[src/design/nbi_map.vh]
// Constants for the NAND asynchronous bus host controller.
`ifndef NBI_MAP_VH
`define NBI_MAP_VH
// Op codes on the user command port.
`define NBI_OP_CMD        2'h0
`define NBI_OP_ADDR       2'h1
`define NBI_OP_WRITE      2'h2
`define NBI_OP_READ       2'h3
// Command byte values.
`define NBI_STATUS_READ_CMD     8'h70
`define NBI_DIE_STATUS_READ_CMD 8'h78
`define NBI_RETURN_TO_DATA_CMD  8'h00
// Strobe timing: each half cycle in ns, and in clocks at 50 ns per clock.
`define NBI_CLK_NS        50
`define NBI_HALF_NS       50
`define NBI_HALF_CYC      ((`NBI_HALF_NS + `NBI_CLK_NS - 1) / `NBI_CLK_NS)
// Clocks the read strobe stays low, so the word clears the two input flops.
`define NBI_READ_LOW_CYC  3
// Read cycle time threshold for latching on the rising read strobe edge.
`define NBI_RC_THRESH_NS  30
// Address cycle count and field positions.
`define NBI_ADDR_CYCLES   3'h5
`define NBI_PAGE_LSB      0
`define NBI_BLOCK_LSB     6
`endif

[src/design/nbi_host.v]
// Host controller driving the NAND flash asynchronous multiplexed bus.
`timescale 1ns/1ps
`default_nettype none
`include "nbi_map.vh"
module nbi_host (
	input  wire        mclk_i,          // System clock, 20 MHz.
	input  wire        rst_i,           // Synchronous reset, active high.
	input  wire        wide_i,          // High for the 16-bit part.
	input  wire        req_valid_i,     // Request strobe for one bus cycle.
	input  wire [1:0]  req_op_i,        // Cycle kind.
	input  wire [15:0] req_data_i,      // Command byte or write word.
	input  wire [11:0] addr_column_i,   // Column field for address sequence.
	input  wire [5:0]  addr_page_i,     // Page field.
	input  wire [16:0] addr_block_i,    // Block field, bit 6 selects the plane.
	input  wire        deselect_i,      // Request to raise chip select.
	input  wire        guard_i,         // Write guard level wanted on the pin.
	input  wire [15:0] io_in_i,         // Data lines as seen at the pins.
	input  wire        ready_busy_n_i,  // Ready-busy pin, low while busy.
	output reg         req_ready_o,     // High when a request may be taken.
	output reg         rsp_valid_o,     // One-cycle pulse with read data.
	output reg  [15:0] rsp_data_o,      // Read word.
	output reg         chip_select_n_o, // Chip select, active low.
	output reg         command_latch_strobe_o,
	output reg         address_latch_strobe_o,
	output reg         write_strobe_n_o,
	output reg         read_strobe_n_o,
	output reg         write_guard_n_o, // Low refuses program and erase.
	output reg  [15:0] io_out_o,        // Data lines driven value.
	output reg         io_oe_o,         // High while the host drives the lines.
	output reg         busy_o,          // Synchronised ready-busy, high when busy.
	output reg         status_mode_o    // High after a status read command.
);
	// Each bus cycle is built from whole clocks: the write strobe is low for one
	// clock and high for one, while the read strobe is low for three so that the
	// answer has cleared the input flops before it is taken.
	// Chip select stays low after a request until the user asks for deselect,
	// so back-to-back cycles need no fresh selection.
	// Limitation: latch strobes and chip select change on the clock that lowers
	// the write strobe, so set-up ahead of that edge is left to board delays.
	// The host does no busy filtering; the user watches busy_o for that.
	// State codes.
	localparam ST_IDLE = 2'h0;
	localparam ST_LOW  = 2'h1;
	localparam ST_HIGH = 2'h2;
	localparam ST_ADDR = 2'h3;

	reg [1:0]  state;       // Current state.
	reg [1:0]  op;          // Latched cycle kind.
	reg [2:0]  acnt;        // Address cycle index.
	reg [39:0] aword;       // Packed five address bytes.
	reg        rb_meta;     // First synchroniser stage for ready-busy.
	reg        rb_sync;     // Second stage.
	reg [15:0] io_meta;     // First synchroniser stage for data lines.
	reg [15:0] io_sync;     // Second stage.
	reg [1:0]  hcnt;        // Half-cycle counter.
	reg [39:0] next_aword;  // Address bytes built from the fields.
	reg [11:0] col;         // Column with out-of-space bits forced low.

	// Build the five address bytes; out-of-space bits are zero.
	always @* begin
		col = addr_column_i;
		if (wide_i) begin
			col[11] = 1'b0;
			if (col[10])
				col[9:5] = 5'h00;
		end else if (col[11]) begin
			col[10:6] = 5'h00;
		end
		next_aword[7:0]   = col[7:0];
		next_aword[15:8]  = {4'h0, col[11:8]};
		// Row is block over page, low block bits share the third byte.
		next_aword[23:16] = {addr_block_i[7:6], addr_page_i};
		next_aword[31:24] = addr_block_i[15:8];
		next_aword[39:32] = {7'h00, addr_block_i[16]};
	end

	// Pin inputs pass two flops before any logic reads them.
	// The data word is only taken while the die holds it steady, so bit skew is harmless.
	always @(posedge mclk_i) begin
		rb_meta <= ready_busy_n_i;
		rb_sync <= rb_meta;
		io_meta <= io_in_i;
		io_sync <= io_meta;
	end

	// Main sequencer; one strobe cycle is a low half then a high half.
	always @(posedge mclk_i) begin
		rsp_valid_o <= 1'b0;
		busy_o <= ~rb_sync;
		write_guard_n_o <= guard_i;
		if (rst_i) begin
			state <= ST_IDLE;
			op <= `NBI_OP_CMD;
			acnt <= 3'h0;
			aword <= 40'h0;
			hcnt <= 2'h0;
			req_ready_o <= 1'b0;
			rsp_data_o <= 16'h0000;
			chip_select_n_o <= 1'b1;
			command_latch_strobe_o <= 1'b0;
			address_latch_strobe_o <= 1'b0;
			write_strobe_n_o <= 1'b1;
			read_strobe_n_o <= 1'b1;
			io_out_o <= 16'h0000;
			io_oe_o <= 1'b0;
			status_mode_o <= 1'b0;
		end else begin
			case (state)
			ST_IDLE: begin
				req_ready_o <= 1'b1;
				command_latch_strobe_o <= 1'b0;
				address_latch_strobe_o <= 1'b0;
				io_oe_o <= 1'b0;
				if (deselect_i) begin
					chip_select_n_o <= 1'b1;
				end
				if (req_valid_i && req_ready_o) begin
					req_ready_o <= 1'b0;
					chip_select_n_o <= 1'b0;
					op <= req_op_i;
					hcnt <= 2'h0;
					// Latch strobes are exclusive; read strobe stays high on writes.
					command_latch_strobe_o <= (req_op_i == `NBI_OP_CMD);
					address_latch_strobe_o <= (req_op_i == `NBI_OP_ADDR);
					if (req_op_i == `NBI_OP_READ) begin
						read_strobe_n_o <= 1'b0;
					end else begin
						write_strobe_n_o <= 1'b0;
						io_oe_o <= 1'b1;
					end
					case (req_op_i)
					`NBI_OP_CMD: begin
						io_out_o <= {8'h00, req_data_i[7:0]};
						// Status reads are the only commands a busy die takes.
						// Any other command, the return-to-data one included, ends status mode,
						// so the user can see when array data may be read again.
						status_mode_o <= (req_data_i[7:0] == `NBI_STATUS_READ_CMD) ||
							(req_data_i[7:0] == `NBI_DIE_STATUS_READ_CMD);
					end
					`NBI_OP_ADDR: begin
						aword <= next_aword;
						acnt <= 3'h0;
						io_out_o <= {8'h00, next_aword[7:0]};
					end
					`NBI_OP_WRITE: begin
						// Narrow part uses the low lines only.
						io_out_o <= wide_i ? req_data_i : {8'h00, req_data_i[7:0]};
					end
					default: begin
						io_out_o <= 16'h0000;
					end
					endcase
					state <= ST_LOW;
				end
			end
			ST_LOW: begin
				hcnt <= hcnt + 2'h1;
				if (op == `NBI_OP_READ) begin
					// The die drives the word as soon as the read strobe falls, but the
					// word needs two clocks through the input flops, so the strobe is
					// held low for three clocks and the word is taken as it rises.
					// This keeps the read cycle well above the rising-edge threshold.
					if (hcnt + 2'h1 >= `NBI_READ_LOW_CYC) begin
						hcnt <= 2'h0;
						read_strobe_n_o <= 1'b1;
						// Narrow part uses the low lines only.
						rsp_data_o <= wide_i ? io_sync : {8'h00, io_sync[7:0]};
						rsp_valid_o <= 1'b1;
						state <= ST_HIGH;
					end
				end else if (hcnt + 2'h1 >= `NBI_HALF_CYC) begin
					hcnt <= 2'h0;
					// Rising write strobe latches command, address or data.
					write_strobe_n_o <= 1'b1;
					state <= (op == `NBI_OP_ADDR) ? ST_ADDR : ST_HIGH;
				end
			end
			ST_ADDR: begin
				// Hold the high half, then step to the next of five bytes.
				if (acnt == `NBI_ADDR_CYCLES - 3'h1) begin
					state <= ST_HIGH;
				end else begin
					acnt <= acnt + 3'h1;
					aword <= {8'h00, aword[39:8]};
					io_out_o <= {8'h00, aword[15:8]};
					write_strobe_n_o <= 1'b0;
					state <= ST_LOW;
				end
			end
			ST_HIGH: begin
				// Latch strobes and the lines are held one clock past the last
				// strobe rise, two after the fifth address byte, so the die still sees them steady at that edge.
				command_latch_strobe_o <= 1'b0;
				address_latch_strobe_o <= 1'b0;
				io_oe_o <= 1'b0;
				state <= ST_IDLE;
			end
			default: begin
				state <= ST_IDLE;
			end
			endcase
		end
	end
endmodule
`default_nettype wire

[config.mk]
export PLATFORM = sky130hd
export DESIGN_NAME = nbi_host
export DESIGN_NICKNAME = d
export VERILOG_FILES = /design/src/design/nbi_host.v
export VERILOG_INCLUDE_DIRS = /design/src /design/src/design
export SDC_FILE = /design/constraint.sdc
export NUM_CORES = 1
export LEC_CHECK = 0
export ABC_AREA = 1
export BUFFER_PORTS_ARGS = -buffer_cell sky130_fd_sc_hd__buf_4
export CORE_ASPECT_RATIO = 1.75
export CORE_MARGIN = 5
export CORE_UTILIZATION = 50
export DETAILED_ROUTE_END_ITERATION = 16
export GPL_TIMING_DRIVEN = 0
export MAX_ROUTING_LAYER = met4
export PLACE_DENSITY = 0.74
export SKIP_LAST_GASP = 1
export SYNTH_ARGS = -nofsm -noshare
export SYNTH_HDL_FRONTEND = slang
export SYNTH_SLANG_ARGS = --single-unit
[constraint.sdc]
create_clock -name mclk_i -period 3.7 [get_ports mclk_i]
set_clock_uncertainty 0.2 [all_clocks]
set_input_delay 0.37 -clock mclk_i [delete_from_list [all_inputs] [get_ports mclk_i]]
set_output_delay 0.37 -clock mclk_i [all_outputs]
set_load 0.03 [all_outputs]
# Word level (Yosys, flattened, before mapping)
# Cells that the tools add are included.
# totals
regBits,126
in_bits,76
wordCells,126
out_inout_bits,43
# op_classes
n_addsub,3
eq_ne,22
reduce_logical,20
bitwise,3
n_mux,54
order_cmp,2
# op_table
cell,count
40-bit two-way mux,3
40-bit case mux with 2 select lines,1
16-bit two-way mux,4
16-bit case mux with 3 select lines,1
"32-bit by 2-bit greater-or-equal comparator with 1-bit output, second input constant",1
16-bit case mux with 2 select lines,1
1-bit two-way mux,21
2-bit two-way mux,9
"2-bit inequality test, second input constant",9
"8-bit by 7-bit == test with 1-bit output, second input constant",2
3-bit AND reduction,4
"2-bit == test, second input constant",5
5-bit two-way mux,2
3-bit two-way mux,3
1-bit case mux with 2 select lines,4
2-bit case mux with 4 select lines,1
2-bit nonzero test,4
"2-bit by 1-bit == test with 1-bit output, second input constant",3
"3-bit inequality test, second input constant",2
3-bit case mux with 2 select lines,1
2-bit AND reduction,3
6-bit AND reduction,1
5-bit AND reduction,1
2-bit logical NOT,2
other kinds (14),16

# Depth between registers and ports, before layout
# logic_depth
depth_word,5
depth_mapped,10
mapped_depth_nobuf,10

# Worst setup path after synthesis
# OpenSTA, ideal clock, no wires.
# synth_path
path_kind,register -> register
startpoint,register req_ready_o
endpoint,register acnt[1]
setup_ns,0.132
required_time_ns,3.368
period_less_slack_ns,1.663
stages_incl_launch_ff,8
t_arrival_ns,1.331
slack_ns,2.037
path_buffers,2
cell_sequence,dfxtp_1 > nand2_1 > nor2_2 > nand2_2 > buf_6 > buf_4 > nand3_1 > a21oi_1
# synth_via
elab_chain_cells,3
# synth_rtl
item,line_no,text
start: declaration,nbi_host.v:19,"output reg req_ready_o,"
start signal: assignment,nbi_host.v:97,req_ready_o <= 1'b0;
start signal: assignment,nbi_host.v:110,req_ready_o <= 1'b1;
start signal: assignment,nbi_host.v:118,req_ready_o <= 1'b0;
1-bit logical AND,nbi_host.v:117,if (req_valid_i && req_ready_o) begin
2-bit inequality test (no line),-,
4-bit AND reduction (no line),-,
end signal: assignment,nbi_host.v:183,acnt <= acnt + 3'h1;
end: declaration,nbi_host.v:49,reg [2:0] acnt;
# No other way between the ends.
# A chain may end at the register's enable or synchronous reset.

# Worst setup path in the final report
# layout_path
startpoint,register state[0]
endpoint,register io_out_o[2]
# layout_via
elab_chain_cells,3
elab_cells_between_ends,7
cone_classes,eq/ne: 3; mux: 1; reduce/logical: 3
# layout_rtl
item,line_no,text
start: declaration,nbi_host.v:47,reg [1:0] state;
start signal: assignment,nbi_host.v:175,state <= (op == `NBI_OP_ADDR) ? ST_ADDR : ST_HIGH;
2-bit == test or 2-bit logical NOT (tied branches),nbi_host.v:108,case (state)
2-bit inequality test (no line) or 2-bit nonzero test (tied branches),-,
3-bit AND reduction (no line),-,
end signal: assignment,nbi_host.v:133,"io_out_o <= {8'h00, req_data_i[7:0]};"
end signal: assignment,nbi_host.v:143,"io_out_o <= {8'h00, next_aword[7:0]};"
end signal: assignment,nbi_host.v:147,"io_out_o <= wide_i ? req_data_i : {8'h00, req_data_i[7:0]};"
end: declaration,nbi_host.v:28,"output reg [15:0] io_out_o,"
# Several ways; a longest one is shown, not always the timed one.

==> impl_metrics.yaml <==
drt:
  drt_iter0_drc: 199
  viasPerCell: 4.93
  routed_wl_um: 11200
  drc: 0
  drtAntennaViolNets: 0
  first_pass_iters: 6
  via_count: 3960
  routedWlPerCell_um: 14.0
logic_synthesis:
  synth_nets: 627
  yosys.area.top_type_share_pct: 52.0
  post-synth-top-area-cell: "dfxtp_1"
  ys_ff_latch: 111
  yosysMostFrequentCell: "nand2_1"
  syn_area_mm2: 0.00427
  yosys-top-cells-area: "dfxtp_1, nand2_1, nor2_1"
  ys_seq_area_share_pct: 52.0
  syn_inst: 544
  ys_types: 32
  synth_warnings: 0
  synth-main-ff-cell: "dfxtp_1"
  ys_top_cells_by_count: "nand2_1, dfxtp_1, nor2_1"
  syn_area_per_cell_um2: 7.85
  synth_edf_count: 0
  async_flop_share_pct: 0
grt:
  grt_pass1_wl_um: 18100
  grt_pass1_vias: 3865
  gr-total-overflow: 0
  antenna_found_initial: 0
  grtUsageTotal_pct: 22.4
  grt_max_degree: 21
clock_tree:
  cts-resized-gates: 0
  cts-htree-levels: 3
  clk_root_buffer_cell: "clkbuf_16"
  cts_buffer_depth: 2
  worst_skew_pair.late_latency_ns: 0.35
  cts.clk_slew.worst_paths_ns: 0.07
  clock-sinks: 111
  numCtsBuffers: 9
  cts_tree: "yes"
  cts_setup_buffers: 0
worst_setup_path:
  cp_top_family: "simple AND/OR/NAND/NOR gates"
  critPathKind: "reg2reg"
  cp-end-kind: "flip-flop"
  worstPathCellList: "nand2_2, inv_2, nand2_4, nand2_2, buf_4, o21ai_0, nor2_1, nor2_1"
  cp_num_buf_inv: 2
  crit_fanout: 10
  slowest_delay_ns: 0.52
  critical_path_required_ns: 3.75
  cpMaxStageDelayCell: "dfxtp_1"
  arrival_ns: 1.90
  worstSetupStartpointType: "flip-flop"
power_and_ir_drop:
  p_leak_nw: 2.69
  p_sw_mw: 0.684
  p_int_mw: 1.89
  pwr-share-seq_pct: 49.5
  p_sw_share_pct: 26.5
  peakVddDrop_mv: 0.335
  pwr-share-clk_pct: 37.1
  pwr-share-comb_pct: 13.4
  powerDensity_mw_per_mm2: 450
floorplanning:
  fp-row-count: 44
  start_util_pct: 51.4
  io_pins: 119
  core_mm2: 0.00831
  fp.dieH_um: 132
  die_w_um: 79.9
  dieArea_mm2: 0.0106
place:
  gp_congestion: 0.860
  dp_hpwl_um: 8380
  numPortBuffers: 110
sta:
  finalSetupViolations: 0
  hold_viol_final: 0
  rsz0062_at_grt: "false"
  worst_slew_pin_slew_ns: 0.575
  relSlewSlack_pct: 61.7
  period_share_pct: 50.0
  fmax_mhz: 541
  maxSlewViolCount: 0
  min_period_ns: 1.85
  tns_ns: 0
job:
  maxCapViolCount: 0
final_layout:
  nets: 766
  num_antenna_cells: 0
  syn_to_final_growth_pct: 34.1
  drive_above_1_share_pct: 25.3
  final_core_util_pct: 68.9
outcome:
  status: "completed"
hold_path:
  hp-class: "in2reg"
==> worst reg2reg max path, cell delays in order, from the launching register on <==
cell,delay (ns)
dfxtp_1,0.52
nand2_2,0.20
inv_2,0.14
nand2_4,0.07
nand2_2,0.12
buf_4,0.18
o21ai_0,0.09
nor2_1,0.17
nor2_1,0.05
==> path summary, 6_finish.rpt <==
| path | start | slack, ns | depth (start not counted) | end |
|---|---|---|---|---|
| setup / recovery | state[0]$_SDFFE_PP0P_ | 1.85 | 8 | io_out_o[2]$_SDFFE_PP0P_ |
| setup reg to reg | state[0]$_SDFFE_PP0P_ | 1.85 | 8 | io_out_o[2]$_SDFFE_PP0P_ |
| hold reg to reg | io_meta[2]$_DFF_P_ | 0.13 | 0 | io_sync[2]$_DFF_P_ |
| hold / removal | addr_block_i[9] | 0.07 | 3 | aword[25]$_SDFFE_PP0P_ |
==> cells in the final DEF, fill, tap and decap left out, drive strengths merged, types with 3 or more instances in the layout <==
cell type      n
inv           39
nor2          79
buf          126
dfxtp        111
o21ai         37
o22ai          3
or2            9
clkinv         4
nand2        140
nand3         48
nand3b         6
a21oi         31
clkbuf        19
ha             7
dlygate4sd3   18
==> through the flow <==
| step | setup WS (ns) | total power, mW | hold WS (ns) | instance area [µm²] | instances |
|---|---|---|---|---|---|
| after floorplan | 2.04 | 1.49 | 0.110 | 4270 | 544 |
| after global placement | 1.86 | 1.63 | 0.110 | 5240 | 769 |
| final | 1.85 | 2.58 | 0.0734 | 5730 | 803 |
| after detailed placement | 1.85 | 1.63 | 0.112 | 5240 | 769 |
| after global routing | 1.73 | 2.69 | 0.0721 | 5730 | 803 |
| after CTS | 1.84 | 2.60 | 0.0681 | 5730 | 803 |
==> kinds of logic (layout without fill, tap and decap cells) <==
| group | Yosys count | after routing | share of synthesized area, % |
|---|---|---|---|
| xor+xnor | 1 | 1 | 0.205 |
| fa+ha+maj | 7 | 7 | 2.05 |
| flops | 111 | 111 | 52.0 |
| simple gates | 286 | 286 | 29.1 |
| compound gates | 76 | 76 | 9.96 |
| buf+inv | 63 | 207 | 6.68 |
==> power groups by stage <==
| stage | clock network [mW] | registers, mW | logic [mW] |
|---|---|---|---|
| 3_5_place_dp | 0 | 1.31 | 0.328 |
| 3_3_place_gp | 0 | 1.30 | 0.323 |
| 4_1_cts | 0.972 | 1.28 | 0.345 |
| 2_1_floorplan | 0 | 1.35 | 0.146 |
| 6_report | 0.957 | 1.28 | 0.344 |
| 5_1_grt | 1.03 | 1.28 | 0.378 |
==> registers in the layout, summed over array words and instances, names as in the netlist <==
name and count:
hcnt 2, state 2, acnt 3, rsp_data_o 16
chip_select_n_o 1, rb_sync 1, write_strobe_n_o 1, read_strobe_n_o 1
busy_o 1, write_guard_n_o 1, req_ready_o 1, io_oe_o 1
io_out_o 16, aword 25, status_mode_o 1, op 2
io_meta 16, io_sync 16, command_latch_strobe_o 1, address_latch_strobe_o 1
rb_meta 1, rsp_valid_o 1
==> layout make-up <==
class	instances	area, µm²
well taps	115	144
plain buffers	25	143
flip-flops and latches	111	2220
fillers	688	2580
clock buffers	10	239
multi-input cells	370	1770
clock inverters	6	66.3
inverters	38	143
repair buffers	128	1010
==> what timing repair did <==
action / CTS / global route
endpoints found under the setup margin: 0 / 0
hold endpoints to repair: 18 / 0
hold buffers: 18 / 0
==> routing by layer <==
| layer | routed length, µm | GRT usage (%) | share of wire (%) | up-vias |
|---|---|---|---|---|
| li1 | - | - | - | 2007 |
| met1 | 4190 | 23.3 | 37 | 1805 |
| met2 | 6010 | 39.3 | 53 | 125 |
| met3 | 735 | 5.47 | 6.5 | 23 |
| met4 | 300 | 9.30 | 2.7 | 0 |
| met5 | 0 | - | 0 | - |
(Power assumes the default switching activity.)
